## config.mk

```make
export PLATFORM = sky130hd
export DESIGN_NAME = can_transceiver_pin_control
export DESIGN_NICKNAME = d
export VERILOG_FILES = /design/src/logic/can_xcvr_pkg.sv /design/src/logic/can_transceiver_pin_control.sv /design/src/logic/dominant_timer.sv
export SDC_FILE = /design/constraint.sdc
export NUM_CORES = 1
export LEC_CHECK = 0
export ABC_AREA = 1
export BUFFER_PORTS_ARGS = -buffer_cell sky130_fd_sc_hd__buf_2
export CAP_MARGIN = 10
export CORE_MARGIN = 3
export CORE_UTILIZATION = 59
export CTS_CLUSTER_DIAMETER = 80
export DETAILED_ROUTE_END_ITERATION = 7
export PLACE_DENSITY = 0.85
export SLEW_MARGIN = 20
export SYNTH_ARGS = -nofsm -noshare
export SYNTH_HDL_FRONTEND = slang
export SYNTH_SLANG_ARGS = --single-unit
```

## constraint.sdc

```tcl
create_clock -name i_sys_clk -period 2.39 [get_ports i_sys_clk]
set_clock_uncertainty 0.2 [all_clocks]
set_input_delay 0.239 -clock i_sys_clk [delete_from_list [all_inputs] [get_ports i_sys_clk]]
set_output_delay 0.239 -clock i_sys_clk [all_outputs]
set_load 0.02 [all_outputs]
```

## src/logic/can_xcvr_pkg.sv

```systemverilog
// package: constants and carrier types for the can transceiver pin control
`default_nettype none
package can_xcvr_pkg;
    // dominant timeout in microseconds; a chosen figure, kept short so a full run stays brief
    localparam int unsigned DOM_TIMEOUT_US = 100;
    localparam int unsigned CLK_MHZ = 125;
    // longest time in whole cycles: microseconds times clock MHz, exact
    localparam int unsigned DOM_TIMEOUT_CYC = DOM_TIMEOUT_US * CLK_MHZ;
    localparam int unsigned CNT_W = 32;
    // local time base: one enable pulse per microsecond
    localparam logic [7:0] TICK_DIV = 8'(CLK_MHZ - 1);
    localparam logic TXD_IDLE = 1'b1;
    localparam logic RXD_IDLE = 1'b1;

    typedef enum logic [1:0] {
        ST_OFF,
        ST_NORMAL,
        ST_TIMEOUT
    } xcvr_state_type;

    typedef struct packed {
        logic drv_h_en;
        logic drv_l_en;
        logic bias_en;
        logic pulldown_en;
    } bus_ctrl_type;

    typedef struct packed {
        logic over_current;
        logic over_temp;
    } bus_fault_type;
endpackage
`default_nettype wire

```

## src/logic/can_transceiver_pin_control.sv

```systemverilog
// top: transmit pin to bus driver mapping, receive report and mode control
`timescale 1ns/100ps
`default_nettype none
// Contract
// - normal, transmit high: both drivers off
// - normal, transmit low: both drivers on
// - long dominant request disables bus driving
// - undriven transmit input reads as recessive
// - low power off pulls transmit input low
// - normal: receive driven high recessive, low dominant
// - low power off: receive high impedance
// - low power off: drivers off, bus pulled down
// - normal recessive keeps bus biasing on
// - transceiver supply regulator on after start-up
// - overload or overtemperature restricts bus driving
module can_transceiver_pin_control (
    input wire logic i_sys_clk,
    input wire logic i_rst_n,
    input wire logic i_low_power_off_mode,
    input wire logic i_txd,
    input wire logic i_txd_driven,
    input wire logic i_bus_dominant,
    input wire can_xcvr_pkg::bus_fault_type i_bus_fault,
    output can_xcvr_pkg::bus_ctrl_type o_bus_ctrl,
    output logic o_txd_pull_up_en,
    output logic o_txd_pull_down_en,
    output logic o_io_supply_en,
    output logic o_transceiver_supply_regulator_en,
    output logic o_rxd,
    output logic o_rxd_oe,
    output logic o_dominant_timeout
);
    can_xcvr_pkg::xcvr_state_type state_r;
    can_xcvr_pkg::xcvr_state_type state_nxt;
    can_xcvr_pkg::bus_ctrl_type bus_ctrl_r;
    can_xcvr_pkg::bus_ctrl_type bus_ctrl_nxt;
    logic [7:0] div_r;
    logic tick_r;
    logic rxd_r;
    logic rxd_oe_r;
    logic pu_r;
    logic pd_r;
    logic reg_en_r;
    wire logic expired;
    wire logic txd_level;
    wire logic dom_req;
    wire logic fault;
    wire logic normal;
    wire logic drive;

    // floating input reads as idle through the pull-up; off mode forces low
    assign txd_level = i_low_power_off_mode ? 1'b0 : (i_txd_driven ? i_txd : can_xcvr_pkg::TXD_IDLE);
    // off mode drops normal without the state register; bus controls and state both update on the next edge
    assign normal = (state_r != can_xcvr_pkg::ST_OFF) && !i_low_power_off_mode;
    // the controller owns i_txd; nothing here drives it
    assign dom_req = normal && !txd_level;
    assign fault = i_bus_fault.over_current || i_bus_fault.over_temp;
    assign drive = (state_r == can_xcvr_pkg::ST_NORMAL) && dom_req && !fault;

    always_ff @(posedge i_sys_clk or negedge i_rst_n) begin
        if (!i_rst_n) begin
            div_r <= '0;
            tick_r <= 1'b0;
        end else begin
            div_r <= (div_r == can_xcvr_pkg::TICK_DIV) ? '0 : div_r + 1'b1;
            tick_r <= (div_r == can_xcvr_pkg::TICK_DIV);
        end
    end

    dominant_timer u_timer (
        .i_sys_clk(i_sys_clk),
        .i_rst_n(i_rst_n),
        .i_tick(tick_r),
        .i_dominant_req(dom_req),
        .o_expired(expired)
    );

    always_comb begin
        state_nxt = state_r;
        unique case (state_r)
            can_xcvr_pkg::ST_OFF: begin
                if (!i_low_power_off_mode) begin
                    state_nxt = can_xcvr_pkg::ST_NORMAL;
                end
            end
            can_xcvr_pkg::ST_NORMAL: begin
                if (i_low_power_off_mode) begin
                    state_nxt = can_xcvr_pkg::ST_OFF;
                end else if (expired) begin
                    state_nxt = can_xcvr_pkg::ST_TIMEOUT;
                end
            end
            can_xcvr_pkg::ST_TIMEOUT: begin
                if (i_low_power_off_mode) begin
                    state_nxt = can_xcvr_pkg::ST_OFF;
                end else if (txd_level) begin
                    state_nxt = can_xcvr_pkg::ST_NORMAL;
                end
            end
        endcase
    end

    always_comb begin
        bus_ctrl_nxt.drv_h_en = drive;
        bus_ctrl_nxt.drv_l_en = drive;
        bus_ctrl_nxt.bias_en = normal;
        bus_ctrl_nxt.pulldown_en = !normal;
    end

    always_ff @(posedge i_sys_clk or negedge i_rst_n) begin
        if (!i_rst_n) begin
            state_r <= can_xcvr_pkg::ST_OFF;
            bus_ctrl_r <= '{drv_h_en: 1'b0, drv_l_en: 1'b0, bias_en: 1'b0, pulldown_en: 1'b1};
            rxd_r <= can_xcvr_pkg::RXD_IDLE;
            rxd_oe_r <= 1'b0;
            pu_r <= 1'b0;
            pd_r <= 1'b1;
            reg_en_r <= 1'b0;
        end else begin
            state_r <= state_nxt;
            bus_ctrl_r <= bus_ctrl_nxt;
            rxd_r <= !i_bus_dominant;
            rxd_oe_r <= !i_low_power_off_mode;
            pu_r <= !i_low_power_off_mode;
            pd_r <= i_low_power_off_mode;
            reg_en_r <= 1'b1;
        end
    end

    // one cycle of register latency; far below any bus bit time
    assign o_bus_ctrl = bus_ctrl_r;
    assign o_rxd = rxd_r;
    assign o_rxd_oe = rxd_oe_r;
    assign o_txd_pull_up_en = pu_r;
    assign o_txd_pull_down_en = pd_r;
    assign o_io_supply_en = pu_r;
    assign o_transceiver_supply_regulator_en = reg_en_r;
    assign o_dominant_timeout = (state_r == can_xcvr_pkg::ST_TIMEOUT);
endmodule // can_transceiver_pin_control
`default_nettype wire

```

## src/logic/dominant_timer.sv

```systemverilog
// dominant timeout supervisor on a microsecond enable
`timescale 1ns/100ps
`default_nettype none
module dominant_timer #(
    parameter int unsigned TIMEOUT_US = can_xcvr_pkg::DOM_TIMEOUT_US
) (
    input wire logic i_sys_clk,
    input wire logic i_rst_n,
    input wire logic i_tick,
    input wire logic i_dominant_req,
    output logic o_expired
);
    logic [can_xcvr_pkg::CNT_W-1:0] cnt_r;
    logic [can_xcvr_pkg::CNT_W-1:0] cnt_nxt;
    logic expired_r;
    logic expired_nxt;
    wire logic at_limit;
    assign at_limit = (cnt_r >= can_xcvr_pkg::CNT_W'(TIMEOUT_US));
    // counts while dominant is requested, clears at recessive
    assign cnt_nxt = !i_dominant_req ? '0 : ((i_tick && !at_limit) ? cnt_r + 1'b1 : cnt_r);
    // expiry holds until the request returns recessive
    assign expired_nxt = i_dominant_req && (expired_r || (i_tick && at_limit));
    always_ff @(posedge i_sys_clk or negedge i_rst_n) begin
        if (!i_rst_n) begin
            cnt_r <= '0;
            expired_r <= 1'b0;
        end else begin
            cnt_r <= cnt_nxt;
            expired_r <= expired_nxt;
        end
    end
    assign o_expired = expired_r;
endmodule // dominant_timer
`default_nettype wire
```

## After elaboration in Yosys (flattened, before gate mapping)

Cells that the tools add are included.

- Register bits after elaboration: 51
- Logic and storage cells: 51
- Output and inout bits: 11
- Input port bits: 8

- Equality and inequality tests: 7
- Reductions and logical operators: 18
- $lt $le $gt $ge: 1
- Multiplexer cells: 11
- $add $sub $neg: 2

Operators by type and width:

| operator | count |
|---|---|
| $mux W32 | 2 |
| $add A32 B1 Y32 const B | 1 |
| $ge A32 B7 Y1 const B | 1 |
| $mux W2 | 5 |
| $add A8 B1 Y8 const B | 1 |
| $eq A8 B7 Y1 const B | 1 |
| $mux W8 | 1 |
| $logic_and A1 B1 Y1 | 7 |
| $logic_not A1 Y1 | 6 |
| $ne A3 B2 Y1 const B | 2 |
| $pmux W2 S3 | 1 |
| $reduce_and A3 Y1 | 1 |
| $eq A2 B1 Y1 const B | 1 |
| $eq A2 B2 Y1 const B | 1 |
| $logic_not A2 Y1 | 1 |
| $logic_or A1 B1 Y1 | 2 |
| $mux W1 | 2 |
| $ne A2 B1 Y1 const B | 1 |
| $ne A2 B2 Y1 const B | 1 |
| $reduce_bool A2 Y1 | 1 |

## Depth between registers and ports, before layout

- Word-level depth: 6
- Gate-level depth with buffers: 8
- Mapped depth without buffers: 8

## Cells and area by module

From an unflattened synthesis, not the netlist that was laid out.

- Cell total of the unflattened synthesis: 271
- Area total of the unflattened synthesis: 2337.2 um2

Modules (own cells, without submodules):

| module | area each (um2) | cells an instance | seq. area each (um2) | instances |
|---|---|---|---|---|
| dominant_timer | 1480.2 | 174 | 825.8 | 1 |
| can_transceiver_pin_control | 857.1 | 97 | 454.2 | 1 |

## Worst setup path after synthesis

No wires, ideal clock.

- Path kind: register to register
- Start: reg state_r[0]
- End: reg state_r[0]
- Slack: 0.890 ns
- Period minus slack after synthesis: 1.500 ns
- Required time: 2.113 ns
- Setup time: 0.077 ns
- Stages on the path, launching flop included: 7
- Data arrival time: 1.222 ns
- Buffers on the path: 0
- Path through: dfrtp_1 > inv_1 > ha_1 > nand2_1 > o211ai_1 > nor2_1 > a21oi_1

- Word-level cells in the longest chain between the ends: 3
- Elaborated cells on any way between the ends: 8
- Classes of those cells: eq/ne: 5; mux: 1; reduce/logical: 2

Ends and longest elaborated chain:

| item | line | RTL |
|---|---|---|
| start: declaration | can_transceiver_pin_control.sv:33 | `can_xcvr_pkg::xcvr_state_type state_r;` |
| start signal: assignment | can_transceiver_pin_control.sv:112 | `state_r <= can_xcvr_pkg::ST_OFF;` |
| start signal: assignment | can_transceiver_pin_control.sv:120 | `state_r <= state_nxt;` |
| $eq A2 B2 Y1 * | - |  |
| via o_dominant_timeout | can_transceiver_pin_control.sv:31 | `output logic o_dominant_timeout` |
| $ne A3 B2 Y1 (no line) | - |  |
| $reduce_and A3 Y1 (no line) | - |  |

Mark *: on every way through the listed nets, which the timed path passes. The rest lies on a longest branch.
A chain may end at the register's enable or synchronous reset.

==> metrics.txt <==
# TYPE chip_impl_metric gauge
chip_impl_metric{name="postSynthRegisterBits",unit=""} 51
chip_impl_info{name="postSynth.topFlopCell",value="dfrtp_1"} 1
chip_impl_metric{name="grt_antenna_before_repair",unit=""} 0
chip_impl_metric{name="drt_drc_violations_left",unit=""} 0
chip_impl_metric{name="clkPwrFrac",unit=""} 0.295
chip_impl_metric{name="finalWirelength",unit="um"} 3690
chip_impl_info{name="timing.critical_path.to_type",value="flop"} 1
chip_impl_metric{name="drv_slew",unit=""} 0
chip_impl_metric{name="chipWidth",unit="um"} 69.2
chip_impl_metric{name="rows",unit=""} 22
chip_impl_metric{name="drt-wirelength-per-cell",unit="um"} 10.9
chip_impl_metric{name="port_buffers",unit=""} 18
chip_impl_info{name="cts_root_buffer",value="clkbuf_8"} 1
chip_impl_metric{name="powerDensity",unit="nW/um^2"} 623
chip_impl_metric{name="fin_util",unit=""} 0.689
chip_impl_info{name="layout_commonest_cell",value="inv_1"} 1
chip_impl_metric{name="synthArstFlopShare",unit=""} 1.00
chip_impl_metric{name="finalNetCount",unit=""} 304
chip_impl_metric{name="crit_required",unit="ns"} 2.43
chip_impl_metric{name="layout_cells_sized_above_1",unit=""} 0.162
chip_impl_metric{name="die_span_y",unit="um"} 69.2
chip_impl_metric{name="switching_share",unit=""} 0.271
chip_impl_metric{name="floorplan.die_area",unit="um^2"} 4790
chip_impl_metric{name="cts-root-to-sink-buffers",unit=""} 2
chip_impl_info{name="cts_tree",value="done"} 1
chip_impl_metric{name="netlist.area_leader.share",unit=""} 0.509
chip_impl_metric{name="place_inst",unit=""} 325
chip_impl_metric{name="power.leakage",unit="nW"} 1.38
chip_impl_metric{name="clk_pin_slew_worst_paths",unit="ns"} 0.09
chip_impl_metric{name="area_growth",unit="%"} 10.1
chip_impl_metric{name="number_of_flops_mapped_to_enable_cells_by_yosys",unit=""} 0
chip_impl_info{name="post-synth-top-area-cell",value="dfrtp_1"} 1
chip_impl_info{name="setup.worst_path.class",value="flop to flop"} 1
chip_impl_metric{name="antenna_cells",unit=""} 0
chip_impl_metric{name="ant_nets",unit=""} 0
chip_impl_metric{name="drtPass1Iterations",unit=""} 4
chip_impl_metric{name="initial_utilization",unit=""} 0.626
chip_impl_metric{name="hold-path-cell-count",unit=""} 5
chip_impl_metric{name="postCtsResizedCells",unit=""} 0
chip_impl_metric{name="finalHoldViolCount",unit=""} 0
chip_impl_metric{name="combinationalPowerShare",unit=""} 0.143
chip_impl_metric{name="groute.usage.overall",unit=""} 0.171
chip_impl_metric{name="setup-tns-final",unit="ns"} 0
chip_impl_info{name="yosys-top-cells-area",value="dfrtp_1 (51%), inv_1 (8.4%), nor2_1 (8.1%)"} 1
chip_impl_metric{name="num_vias",unit=""} 1627
chip_impl_metric{name="critical_path_arrival",unit="ns"} 2.20
chip_impl_metric{name="max_cap_viol_count",unit=""} 0
chip_impl_metric{name="drt-initial-drc-count",unit=""} 87
chip_impl_metric{name="syn-instance-count",unit=""} 265
chip_impl_metric{name="top_level_ports",unit=""} 19
chip_impl_metric{name="max_clock_freq",unit="MHz"} 463
chip_impl_metric{name="yosysWarningCount",unit=""} 0
chip_impl_info{name="mostFrequentLayoutCells",value="inv_1 (53), nor2_1 (51), dfrtp_1 (48)"} 1
chip_impl_metric{name="postSynthAreaPerCell",unit="um^2"} 8.90
chip_impl_metric{name="avgViaCountPerCell",unit=""} 4.81
chip_impl_info{name="global_route_hottest_layer",value="met2"} 1
chip_impl_metric{name="clock_tree.htree_level_count",unit=""} 2
chip_impl_metric{name="fin_cells",unit=""} 338
chip_impl_metric{name="placeableCoreArea",unit="um^2"} 3770
chip_impl_metric{name="met3_usage",unit=""} 0.0406
chip_impl_metric{name="detailedPlacementHpwl",unit="um"} 2680
chip_impl_metric{name="slew_headroom",unit=""} 0.596
chip_impl_metric{name="cell_internal_pwr",unit="W"} 0.00118
chip_impl_info{name="run_status",value="finished clean"} 1
chip_impl_metric{name="setup_viol",unit=""} 0
chip_impl_metric{name="vias_in_the_first_global_route",unit=""} 1595
chip_impl_metric{name="global_route.usage.met2",unit=""} 0.284
chip_impl_metric{name="grt_start_max_net_pins",unit=""} 52
chip_impl_metric{name="gp_congestion",unit=""} 0.768
chip_impl_metric{name="timing_worst_slew_pin_value",unit="ns"} 0.606
chip_impl_metric{name="clock_sink_count",unit=""} 51
chip_impl_metric{name="period_needed",unit="ns"} 2.16
chip_impl_info{name="cp-start-kind",value="flop"} 1
chip_impl_info{name="min-delay-path-class",value="primary input to flop"} 1
chip_impl_info{name="rsz0062_at_grt",value="no"} 1
chip_impl_metric{name="synthDistinctLibCells",unit=""} 27
chip_impl_metric{name="power.share.sequential",unit=""} 0.561
chip_impl_metric{name="path_max_fanout",unit=""} 16
chip_impl_metric{name="period_share",unit=""} 0.904
chip_impl_metric{name="gr-usage-met1",unit=""} 0.217
chip_impl_metric{name="grt_overflow_total",unit=""} 0
chip_impl_metric{name="ir_drop",unit="mV"} 0.485
chip_impl_metric{name="yosysSeqAreaShare",unit=""} 0.542
chip_impl_metric{name="power.net_switching",unit="W"} 0.000439
chip_impl_metric{name="fin_worst_hold_slack",unit="ns"} 0.265
chip_impl_metric{name="grt_first_pass_wirelength",unit="um"} 6700
chip_impl_metric{name="netlist_area",unit="um^2"} 2360
chip_impl_metric{name="reg2regPathDepth",unit=""} 8
chip_impl_metric{name="clkLatencyLatePin",unit="ns"} 0.30
chip_impl_metric{name="number_of_buffers_inserted_during_clock_tree_synthesis",unit=""} 5
chip_impl_metric{name="synth.net_count",unit=""} 280
cells in the mapped netlist, types with 2 or more instances:
library cell  number
a21oi_1            3
buf_4              4
buf_6              2
dfrtp_1           48
dfstp_2            3
ha_1               7
inv_1             53
inv_2              2
nand2_1           36
nand3_1           15
nand3_2            2
nand4_1            9
nor2_1            51
nor2_2             7
nor3_1             3
nor3_2             2
o21ai_0            2
xnor2_1            2
xor2_1             6
metal layers:
metal / wire length (um) / vias up
met3: 155 / 8
met2: 1770 / 31
li1: - / 839
met1: 1710 / 749
met5: 0 / -
met4: 58 / 0
sequential cells by signal, indices dropped and copies added, names as in the netlist:
name / flops
o_transceiver_supply_regulator_en: 1
u_timer.cnt_r: 32
o_bus_ctrl: 3
o_io_supply_en: 1
u_timer.o_expired: 1
o_rxd: 1
div_r: 8
tick_r: 1
state_r: 2
o_txd_pull_down_en: 1
power by group through the flow:
stage	logic (W)	clock network (W)	registers, W
after floorplan	0.000153	0	0.000946
after detailed placement	0.000231	0	0.000927
after global routing	0.000267	0.000533	0.000913
after global placement	0.000222	0	0.000925
final	0.000232	0.000479	0.000909
after CTS	0.000237	0.000496	0.000909
area by class of cell:
class | instances | area, um^2
fillers | 298 | 1170
clock buffers | 5 | 68.8
multi-input cells | 152 | 816
well taps | 48 | 60.1
inverters | 55 | 206
repair buffers | 24 | 148
clock inverters | 3 | 18.8
flip-flops and latches | 51 | 1280
logic make-up (layout without fill, tap and decap cells):
kind of cell / Yosys count / count (layout) / share of synthesized area
and+or+nand+nor: 130 / 130 / 0.264
buffers and inverters: 62 / 87 / 0.112
other: 1 / 1 / 0.00159
AOI/OAI and AO/OA: 6 / 6 / 0.0138
adders and majority gates: 7 / 7 / 0.0371
DFF: 51 / 51 / 0.542
xor gates and xnor gates: 8 / 8 / 0.0297
stage by stage:
step,cell area (um^2),total power [W],worst slack (ns)
5_1_grt,2600,0.00171,0.0730
3_5_place_dp,2460,0.00116,0.667
4_1_cts,2600,0.00164,0.279
2_1_floorplan,2360,0.00110,0.890
6_report,2600,0.00162,0.231
3_3_place_gp,2460,0.00115,0.733
timing repair:
item	4_1_cts	5_1_grt
endpoints found under the setup margin	0	0
hold endpoints to repair	53	0
buffers inserted	0	0
hold buffers	5	0
worst max-delay path, stage by stage (launching register included):
cell           delay [ns]
dfrtp_1              0.36
inv_1                0.07
ha_1                 0.22
nor2_2               0.14
inv_2                0.08
nor2_8               0.20
nand2_1              0.09
nor3_1               0.16
dlygate4sd3_1        0.59
final timing paths:
kind | from | to | slack (ns)
hold reg to reg | div_r[0]$_DFF_PN0_ | div_r[0]$_DFF_PN0_ | 0.29
min in group asynchronous | i_rst_n | u_timer.cnt_r[16]$_DFFE_PN0P_ | 0.36
setup reg to reg | state_r[0]$_DFFE_PN0P_ | o_bus_ctrl[2]$_DFF_PN0_ | 0.23
max in group asynchronous | i_rst_n | u_timer.cnt_r[14]$_DFFE_PN0P_ | 1.22
setup / recovery | state_r[0]$_DFFE_PN0P_ | o_bus_ctrl[2]$_DFF_PN0_ | 0.23
hold / removal | i_txd_driven | u_timer.cnt_r[1]$_DFFE_PN0P_ | 0.27
Power figures use the tool's default switching activity.
